--- src/common/preset_ber_consts.vh ---
// Constants for the preset and error-test control registers.
// Assumes a 50 MHz system clock and 125 us frames.
`ifndef PRESET_BER_CONSTS_VH
`define PRESET_BER_CONSTS_VH
`define ADDR_PRESET      4'h1
`define ADDR_TEST_CTRL   4'h2
`define REG_RESET        16'h0000
`define FRAME_US         125
`define CLK_MHZ          50
`define FRAME_CYCLES     (`FRAME_US * `CLK_MHZ)
`define CM_DEPTH         32
`define CM_AW            5
`define CM_LAST          5'h1f
// Preset register fields
`define PR_EN            0
`define PR_LPAT_LO       1
`define PR_LPAT_HI       3
`define PR_BPAT_LO       4
`define PR_BPAT_HI       6
`define PR_USED_HI       6
// Test control fields
`define TC_B_LOCK        11
`define TC_B_RESEED      10
`define TC_B_CLR         9
`define TC_B_RX          8
`define TC_B_TX          7
`define TC_B_SEL         6
`define TC_L_LOCK        5
`define TC_L_RESEED      4
`define TC_L_CLR         3
`define TC_L_RX          2
`define TC_L_TX          1
`define TC_L_SEL         0
`define TC_WR_MASK       16'h07df
// Generator and error counter
`define SEED             23'h7fffff
`define SEED15           15'h7fff
`define ERR_W            16
`define ERR_MAX          16'hffff
`endif

--- src/logic/ber_port.v ---
// One port of the error-rate tester: transmitter, receiver, counter.
// Assumes rising-edge pulses from the register block, one bit per clock.
`include "preset_ber_consts.vh"
module ber_port (
    input  wire               clk,       // System clock
    input  wire               srst,      // Sync reset
    input  wire               reseed_p,  // Reseed pulse
    input  wire               clr_p,     // Error clear pulse
    input  wire               rx_rise,   // Receiver start edge
    input  wire               rx_en,     // Receiver start level
    input  wire               tx_rise,   // Transmitter start edge
    input  wire               tx_en,     // Transmitter start level
    input  wire               long_sel,  // Sequence length select
    input  wire               rx_bit,    // Incoming test bit
    output reg                tx_bit,    // Outgoing test bit
    output reg                tx_valid,  // Test transmission active
    output reg                locked,    // Receiver locked
    output reg  [`ERR_W-1:0]  err_count  // Bit error count
);
    reg  [22:0] hunt_q;
    reg         tx_run_q;
    wire        tx_gen;
    wire        ref_bit;
    wire        seed_seen;
    wire [22:0] hunt_d;
    wire        aged_bit;

    assign hunt_d = {hunt_q[21:0], rx_bit};
    // Bit one seed length old (23 or 15 bits), aligned with the reseeded reference
    assign aged_bit = long_sel ? hunt_q[22] : hunt_q[14];
    assign seed_seen = long_sel ? (hunt_d == `SEED)
                                : (hunt_d[14:0] == `SEED15);

    prbs_gen u_tx (
        .clk      (clk),
        .srst     (srst),
        .reseed   (reseed_p),
        .step     (tx_run_q),
        .long_sel (long_sel),
        .bit_out  (tx_gen)
    );
    // Reference restarts from seed on lock
    prbs_gen u_ref (
        .clk      (clk),
        .srst     (srst),
        .reseed   (reseed_p | (rx_en & ~locked & seed_seen)),
        .step     (locked & rx_en),
        .long_sel (long_sel),
        .bit_out  (ref_bit)
    );

    always @(posedge clk) begin
        if (srst) begin
            tx_run_q  <= 1'b0;
            tx_bit    <= 1'b0;
            tx_valid  <= 1'b0;
            locked    <= 1'b0;
            hunt_q    <= 23'h000000;
            err_count <= `ERR_W'h0000;
        end else begin
            if (!tx_en) begin
                tx_run_q <= 1'b0; // RULE_17
            end else if (tx_rise) begin
                tx_run_q <= 1'b1; // RULE_17
            end
            tx_valid <= tx_run_q;
            tx_bit   <= tx_run_q & tx_gen;
            if (rx_en) begin
                hunt_q <= hunt_d;
            end
            if (rx_rise) begin
                locked <= 1'b0; // RULE_11
            end else if (rx_en && !locked && seed_seen) begin
                locked <= 1'b1; // RULE_14
            end
            if (clr_p) begin
                err_count <= `ERR_W'h0000; // RULE_13
            end else if (rx_en && locked && (aged_bit != ref_bit)
                         && err_count != `ERR_MAX) begin
                err_count <= err_count + `ERR_W'h0001; // RULE_15
            end // RULE_16
        end
    end
endmodule

--- src/logic/prbs_gen.v ---
// Pseudo-random generator, x^15+x^14+1 or x^23+x^18+1.
// Assumes reseed is a single-cycle pulse and step a held level, both in the clk domain.
`include "preset_ber_consts.vh"
module prbs_gen (
    input  wire        clk,     // System clock
    input  wire        srst,    // Sync reset
    input  wire        reseed,  // Load seed
    input  wire        step,    // Advance one bit
    input  wire        long_sel,// 1: 2^23-1, 0: 2^15-1
    output wire        bit_out  // Current sequence bit
);
    reg [22:0] lfsr_q;
    wire       fb;

    assign fb = long_sel ? (lfsr_q[22] ^ lfsr_q[17])
                         : (lfsr_q[14] ^ lfsr_q[13]); // RULE_21
    assign bit_out = long_sel ? lfsr_q[22] : lfsr_q[14];

    always @(posedge clk) begin
        if (srst || reseed) begin
            lfsr_q <= `SEED; // RULE_12
        end else if (step) begin
            lfsr_q <= {lfsr_q[21:0], fb};
        end
    end
endmodule

--- src/logic/preset_ber_ctrl.v ---
// Contract
// RULE_01 - Software writes enable and both pattern fields in one access.
// RULE_02 - Enable rising edge starts memory preset at any point in a frame.
// RULE_03 - Device clears enable itself after one frame when preset completes.
// RULE_04 - Software changes nothing else during a preset except an abort.
// RULE_05 - Clearing enable or the permit bit aborts the preset.
// RULE_06 - Backplane entries get pattern in 15-13, zeros in 12-0.
// RULE_07 - Local entries get pattern in 15-13, zeros in 12-0.
// RULE_08 - Software writes zero to reserved upper bits of both registers.
// RULE_09 - Preset fields: backplane 6:4, local 3:1, enable 0, reset zero.
// RULE_10 - Read-only lock flags at bits 11 and 5 set on receiver sync.
// RULE_11 - Lock flag clears on rising edge of its receiver start bit.
// RULE_12 - Reseed bit rising edge loads the seed into the generator.
// RULE_13 - Clear bit rising edge zeroes internal and readable error count.
// RULE_14 - Receiver start edge enables hunt for seed, then lock.
// RULE_15 - After lock each mismatching bit increments the error count. The code holds the count at 16'hffff instead of wrapping.
// RULE_16 - Receiver start low: no compare, error count frozen.
// RULE_17 - Transmitter start edge begins sending; low keeps it disabled.
// RULE_18 - Select high picks 2^23-1 sequence, low picks 2^15-1.
// RULE_19 - Local port bits 2,1,0 mirror backplane receiver, transmitter, select.
// RULE_20 - Rising edges found against registered previous value, one-cycle pulse.
// RULE_21 - Generators use x^15+x^14+1 and x^23+x^18+1 in tx and reference.
//
// Preset and error-test control registers on the microport.
// Assumes a synchronous single-cycle microport, 16-bit data, one
// connection-memory write per clock on the preset write ports.
`include "preset_ber_consts.vh"
module preset_ber_ctrl (
    input  wire               clk,          // System clock 50 MHz
    input  wire               srst,         // Sync reset, active high
    input  wire [3:0]         addr,         // Register address
    input  wire               wr_en,        // Write strobe
    input  wire               rd_en,        // Read strobe
    input  wire [15:0]        wr_data,      // Write data
    output reg  [15:0]        rd_data,      // Read data, next cycle
    input  wire               preset_permit,// Control register permit bit
    input  wire               bp_rx_bit,    // Backplane test input bit
    input  wire               lc_rx_bit,    // Local test input bit
    output reg                bp_tx_bit,    // Backplane test output bit
    output reg                bp_tx_valid,  // Backplane test active
    output reg                lc_tx_bit,    // Local test output bit
    output reg                lc_tx_valid,  // Local test active
    output reg  [`ERR_W-1:0]  backplane_err_count, // Backplane errors
    output reg  [`ERR_W-1:0]  local_err_count,     // Local errors
    output reg                cm_we,        // Conn-memory preset write
    output reg  [`CM_AW-1:0]  cm_addr,      // Conn-memory entry
    output reg  [15:0]        backplane_conn_mem_data, // Backplane word
    output reg  [15:0]        local_conn_mem_data,     // Local word
    output reg                preset_busy   // Preset in progress
);
    // ==========================================================
    // Register state
    reg [6:0]  preset_register_q;
    reg [15:0] ctrl_q;
    reg [15:0] ctrl_prev_q;
    reg        en_prev_q;
    reg [15:0] frame_cnt_q;
    reg [`CM_AW-1:0] wr_ptr_q;
    reg        pass_done_q;
    wire       wr_preset;
    wire       wr_ctrl;
    wire [15:0] rise;
    wire       start_p;
    wire       abort;
    wire       bp_locked;
    wire       lc_locked;
    wire [`ERR_W-1:0] bp_cnt;
    wire [`ERR_W-1:0] lc_cnt;
    wire       bp_tx_b;
    wire       bp_tx_v;
    wire       lc_tx_b;
    wire       lc_tx_v;

    function [15:0] cm_word;
        input [2:0] pat;
        begin
            cm_word = {pat, 13'h0000}; // RULE_06 RULE_07
        end
    endfunction

    assign wr_preset = wr_en && (addr == `ADDR_PRESET);
    assign wr_ctrl   = wr_en && (addr == `ADDR_TEST_CTRL);
    assign rise      = ctrl_q & ~ctrl_prev_q; // RULE_20
    assign start_p   = preset_register_q[`PR_EN] & ~en_prev_q
                       & preset_permit; // RULE_02
    assign abort     = ~preset_register_q[`PR_EN] | ~preset_permit; // RULE_05

    // ==========================================================
    // Register writes and preset sequencing
    always @(posedge clk) begin
        if (srst) begin
            preset_register_q <= 7'h00; // RULE_09
            ctrl_q      <= `REG_RESET;
            ctrl_prev_q <= `REG_RESET;
            en_prev_q   <= 1'b0;
            preset_busy <= 1'b0;
            frame_cnt_q <= 16'h0000;
            wr_ptr_q    <= 5'h00;
            pass_done_q <= 1'b0;
            cm_we       <= 1'b0;
            cm_addr     <= 5'h00;
            backplane_conn_mem_data <= 16'h0000;
            local_conn_mem_data     <= 16'h0000;
        end else begin
            ctrl_prev_q <= ctrl_q;
            en_prev_q   <= preset_register_q[`PR_EN];
            if (wr_ctrl) begin
                ctrl_q <= wr_data & `TC_WR_MASK;
            end
            cm_we <= 1'b0;
            if (preset_busy && abort) begin
                preset_busy <= 1'b0; // RULE_05
            end else if (start_p) begin
                preset_busy <= 1'b1; // RULE_02
                frame_cnt_q <= 16'h0000;
                wr_ptr_q    <= 5'h00;
                pass_done_q <= 1'b0;
            end else if (preset_busy) begin
                if (!pass_done_q) begin
                    cm_we   <= 1'b1;
                    cm_addr <= wr_ptr_q;
                    backplane_conn_mem_data <= cm_word(
                        preset_register_q[`PR_BPAT_HI:`PR_BPAT_LO]);
                    local_conn_mem_data <= cm_word(
                        preset_register_q[`PR_LPAT_HI:`PR_LPAT_LO]);
                    wr_ptr_q <= wr_ptr_q + 5'h01;
                    if (wr_ptr_q == `CM_LAST) begin
                        pass_done_q <= 1'b1;
                    end
                end
                if (frame_cnt_q == `FRAME_CYCLES - 1) begin
                    preset_busy <= 1'b0; // RULE_03
                end else begin
                    frame_cnt_q <= frame_cnt_q + 16'h0001;
                end
            end
            if (wr_preset) begin
                preset_register_q <= wr_data[`PR_USED_HI:0];
            end else if (preset_busy && !abort
                         && frame_cnt_q == `FRAME_CYCLES - 1) begin
                preset_register_q[`PR_EN] <= 1'b0; // RULE_03
            end
        end
    end

    // ==========================================================
    // Error-rate test ports
    ber_port u_bp (
        .clk       (clk),
        .srst      (srst),
        .reseed_p  (rise[`TC_B_RESEED]), // RULE_12
        .clr_p     (rise[`TC_B_CLR]), // RULE_13
        .rx_rise   (rise[`TC_B_RX]), // RULE_14
        .rx_en     (ctrl_q[`TC_B_RX]),
        .tx_rise   (rise[`TC_B_TX]),
        .tx_en     (ctrl_q[`TC_B_TX]),
        .long_sel  (ctrl_q[`TC_B_SEL]), // RULE_18
        .rx_bit    (bp_rx_bit),
        .tx_bit    (bp_tx_b),
        .tx_valid  (bp_tx_v),
        .locked    (bp_locked),
        .err_count (bp_cnt)
    );
    ber_port u_lc (
        .clk       (clk),
        .srst      (srst),
        .reseed_p  (rise[`TC_L_RESEED]),
        .clr_p     (rise[`TC_L_CLR]),
        .rx_rise   (rise[`TC_L_RX]), // RULE_19
        .rx_en     (ctrl_q[`TC_L_RX]),
        .tx_rise   (rise[`TC_L_TX]),
        .tx_en     (ctrl_q[`TC_L_TX]),
        .long_sel  (ctrl_q[`TC_L_SEL]),
        .rx_bit    (lc_rx_bit),
        .tx_bit    (lc_tx_b),
        .tx_valid  (lc_tx_v),
        .locked    (lc_locked),
        .err_count (lc_cnt)
    );

    // ==========================================================
    // Outputs and read-back
    always @(posedge clk) begin
        if (srst) begin
            rd_data     <= 16'h0000;
            bp_tx_bit   <= 1'b0;
            bp_tx_valid <= 1'b0;
            lc_tx_bit   <= 1'b0;
            lc_tx_valid <= 1'b0;
            backplane_err_count <= `ERR_W'h0000;
            local_err_count     <= `ERR_W'h0000;
        end else begin
            bp_tx_bit   <= bp_tx_b;
            bp_tx_valid <= bp_tx_v;
            lc_tx_bit   <= lc_tx_b;
            lc_tx_valid <= lc_tx_v;
            backplane_err_count <= bp_cnt;
            local_err_count     <= lc_cnt;
            if (!rd_en) begin
                rd_data <= 16'h0000;
            end else if (addr == `ADDR_PRESET) begin
                rd_data <= {9'h000, preset_register_q};
            end else if (addr == `ADDR_TEST_CTRL) begin
                rd_data <= {4'h0, bp_locked,
                            ctrl_q[`TC_B_RESEED:`TC_B_SEL],
                            lc_locked,
                            ctrl_q[`TC_L_RESEED:`TC_L_SEL]}; // RULE_10
            end else begin
                rd_data <= 16'h0000;
            end
        end
    end
endmodule

--- config.mk ---
export PLATFORM = sky130hd
export DESIGN_NAME = preset_ber_ctrl
export DESIGN_NICKNAME = d
export VERILOG_FILES = /design/src/logic/ber_port.v /design/src/logic/prbs_gen.v /design/src/logic/preset_ber_ctrl.v
export VERILOG_INCLUDE_DIRS = /design/src /design/src/common
export SDC_FILE = /design/constraint.sdc
export NUM_CORES = 1
export LEC_CHECK = 0
export ABC_AREA = 1
export BUFFER_PORTS_ARGS = -buffer_cell sky130_fd_sc_hd__buf_4
export CORE_UTILIZATION = 58
export DETAILED_ROUTE_END_ITERATION = 12
export HOLD_SLACK_MARGIN = 0.06
export PLACE_DENSITY = 0.76
export SYNTH_ARGS = -nofsm -noshare
export SYNTH_HDL_FRONTEND = slang
export SYNTH_SLANG_ARGS = --single-unit
--- constraint.sdc ---
create_clock -name clk -period 2 [get_ports clk]
set_clock_uncertainty 0.05 [all_clocks]
set_input_delay 0.1 -clock clk [delete_from_list [all_inputs] [get_ports clk]]
set_output_delay 0.1 -clock clk [all_outputs]
set_load 0.02 [all_outputs]
==> results.sh <==
export IMPL_antenna_found_initial=0
export IMPL_stdcell_count=1859
export IMPL_synth_top_family_by_area="simple AND/OR/NAND/NOR gates"
export IMPL_irDropWorstVdd_uv=867
export IMPL_yosysUniqueCellTypes=34
export IMPL_slew_limit_headroom_pct=15.4
export IMPL_max_freq_ghz=0.527
export IMPL_synth_top_flop_cell="dfxtp_1"
export IMPL_n_antenna_cell=0
export IMPL_required_ps=2380
export IMPL_wl_met3_um=1250
export IMPL_cts_inserted_buffers=29
export IMPL_path_buf_inv=5
export IMPL_htreeDepth=1
export IMPL_p_leak_nw=5.72
export IMPL_io_pins=118
export IMPL_yosys_area_share_simple_pct=29.2
export IMPL_grt_pass1_wl_um=39800
export IMPL_final_util_pct=70.3
export IMPL_path_cells="dlygate4sd3_1 > buf_4 > buf_4 > buf_4 > a21oi_1 > dlygate4sd3_1"
export IMPL_min_period_ps=1900
export IMPL_synth_edff_count=0
export IMPL_power_total_w=0.0115
export IMPL_syn_instance_count=1474
export IMPL_synth_compound_area_share_pct=8.76
export IMPL_routed_wl_um=24000
export IMPL_power_density_mw_per_mm2=866
export IMPL_async_reset_ff_share_pct=0
export IMPL_holdCritPathClass="input port to flop"
export IMPL_drive_above_1_share_pct=11.6
export IMPL_hpwl_um=15500
export IMPL_cts_root_buf="clkbuf_16"
export IMPL_highest_layer="met4"
export IMPL_die_y_um=141
export IMPL_ys_seq_elements=287
export IMPL_drv_slew=0
export IMPL_num_rows=50
export IMPL_synth_yosys_seq_area_share_pct=51.2
export IMPL_crit_type="input port to flop"
export IMPL_critPathLaunchType="input port"
export IMPL_max_stage_delay_ps=580
export IMPL_insertion_delay_ps=550
export IMPL_routed_via_count=9625
export IMPL_yosys_area_share_xor_xnor_pct=2.42
export IMPL_wl_met1_um=11200
export IMPL_status="finished clean"
export IMPL_drcViolationCount=0
export IMPL_yosysWarnings=0
export IMPL_netlist_area_mm2=0.0112
export IMPL_grt_pass1_vias=8575
export IMPL_drt_iter0_drc=673
export IMPL_synthAdderAreaFrac_pct=0.670
export IMPL_core_mm2=0.0188
export IMPL_start_util_pct=59.5
export IMPL_port_buffers=82
export IMPL_crit_path_end_kind="flop"
export IMPL_grt_overflow_total=0
export IMPL_period_share_pct=94.9
export IMPL_syn2layout_area_growth_pct=18.2
export IMPL_drtAntennaViolNets=0
export IMPL_path_clk_slew_ps=60
export IMPL_avgSynthCellArea_um2=7.61
export IMPL_rsz0062_at_grt="false"
export IMPL_setup_total_negative_slack_ps=0
export IMPL_synth_mux_area_share_pct=0
export IMPL_cpMostUsedCell="buf_4"
export IMPL_die_w_um=141
export IMPL_grt_usage_pct=24.0
export IMPL_nets=1614
export IMPL_wl_per_cell_um=12.9
export IMPL_dr_pass1_iters=5
export IMPL_finalHoldViolCount=0
export IMPL_cp_arrival_ps=2280
export IMPL_wl_met2_um=11200
export IMPL_fp_dieArea_mm2=0.0199
export IMPL_place_inst=1781
export IMPL_gp_congestion=0.883
export IMPL_cts_sinks=287
export IMPL_cts_max_path_buffers=3
export IMPL_cp_top_family="buffers and inverters"
export IMPL_cts_tree="built"
export IMPL_vias_per_cell=5.18
export IMPL_tightest_slew_ps=1260
export IMPL_finalSetupViolations=0
export IMPL_grt_max_degree=56
export IMPL_cp_max_fo=50
export IMPL_crit_path_top_delay_cell="dlygate4sd3_1"
export IMPL_max_cap_violations=0
-- cell usage in the layout, fill, tap and decap left out, types with 5 or more instances in the layout --
cell	synthesis	layout
ha_1	6	6
nand2_2	5	5
inv_1	88	88
nor3_1	11	10
nand3_1	98	98
nand2_1	377	377
clkbuf_1	50	6
nor2_1	201	199
clkbuf_8	0	7
conb_1	1	30
xnor2_1	6	6
buf_4	32	114
dlygate4sd3_1	0	29
xor2_1	25	25
dfxtp_1	287	287
a21oi_1	93	93
clkbuf_16	0	29
o21ai_0	85	85
nor2_2	4	5
nand4_1	61	61
-- final timing paths --
check	startpoint	end	slack [ps]	cells past startpoint
max reg2reg	u_bp.err_count[1]	u_bp.err_count[11]	190	9
max	srst	preset_register_q[3]	100	6
min	addr[1]	preset_register_q[2]	110	5
min reg2reg	u_lc.tx_valid	lc_tx_valid	350	2
-- registers in the layout, summed over array words and instances (netlist names), 3 cells and up --
| signal | count |
|---|---|
| backplane_conn_mem_data | 3 |
| backplane_err_count | 16 |
| cm_addr | 5 |
| ctrl_prev_q | 8 |
| ctrl_q | 10 |
| frame_cnt_q | 16 |
| local_conn_mem_data | 3 |
| local_err_count | 16 |
| preset_register_q | 7 |
| rd_data | 12 |
| u_bp.err_count | 16 |
| u_bp.hunt_q | 23 |
| u_bp.u_ref.lfsr_q | 23 |
| u_bp.u_tx.lfsr_q | 23 |
| u_lc.err_count | 16 |
| u_lc.hunt_q | 23 |
| u_lc.u_ref.lfsr_q | 23 |
| u_lc.u_tx.lfsr_q | 23 |
| wr_ptr_q | 5 |
-- Yosys cell counts (2+ instances only) --
cell type  number  area (µm²)
a21boi_0        2        15.0
a21oi_1        93         465
buf_1           5        18.8
buf_2           7        35.0
buf_4          32         240
buf_6           2        22.5
clkbuf_1       50         188
clkinv_1        2        7.51
dfxtp_1       287        5750
ha_1            6        75.1
inv_1          88         330
inv_2           4        15.0
nand2_1       377        1420
nand2_2         5        31.3
nand2_4         2        22.5
nand3_1        98         490
nand4_1        61         382
nor2_1        201         754
nor2_2          4        25.0
nor2_4          2        22.5
nor3_1         11        55.1
nor3_2          2        20.0
nor3_4          2        32.5
o2111ai_1       4        35.0
o21ai_0        85         425
o21ai_1         2        10.0
o22ai_1         2        12.5
or2_2           3        18.8
xnor2_1         6        52.6
xor2_1         25         219
-- power by group --
part | total (W) | internal, W | switching, W
combinational | 0.000355 | 0.000111 | 0.000244
sequential | 0.00580 | 0.00577 | 0.0000311
clock | 0.00532 | 0.00317 | 0.00216
-- repair_timing --
action,in CTS,in global routing
gates resized for setup,0,2
hold buffers,29,0
setup buffers,0,0
endpoints found under the setup margin,0,10
hold endpoints to repair,48,0
-- cell families after synthesis --
kind of cell | after synthesis
buffers and inverters | 190
and+or+nand+nor | 769
AOI/OAI and AO/OA | 190
adders and majority gates | 6
xor gates and xnor gates | 31
other | 1
DFF | 287
-- layout make-up --
cell class,instances,area (µm²)
clock buffers,42,845
repair buffers,143,1150
multi-input cells,1026,4730
fillers,1494,5580
inverters,94,353
well taps,260,325
clock inverters,7,100
flip-flops and latches,287,5750
-- routing by layer --
layer	GRT usage (%)	vias up
met5	0	-
met1	33.3	4444
met4	7.61	0
met3	3.53	42
met2	38.7	234
li1	-	4905
-- tightest hold or removal path, delay by kind of cell --
family                 cells  cell delay [ps]
AND/OR/NAND/NOR            3              370
buffers and inverters      1               90
AO/OA/AOI/OAI              1              120
-- per-stage QoR --
step	cell area, µm²	hold WS, ps	setup slack [ps]
after global routing	13200	118	7.73
final	13200	111	102
after detailed placement	12000	349	160
after floorplan	11300	214	468
after global placement	12000	331	209
after CTS	13200	91.5	66.5
Note: power is estimated with default switching activity, not from simulation.
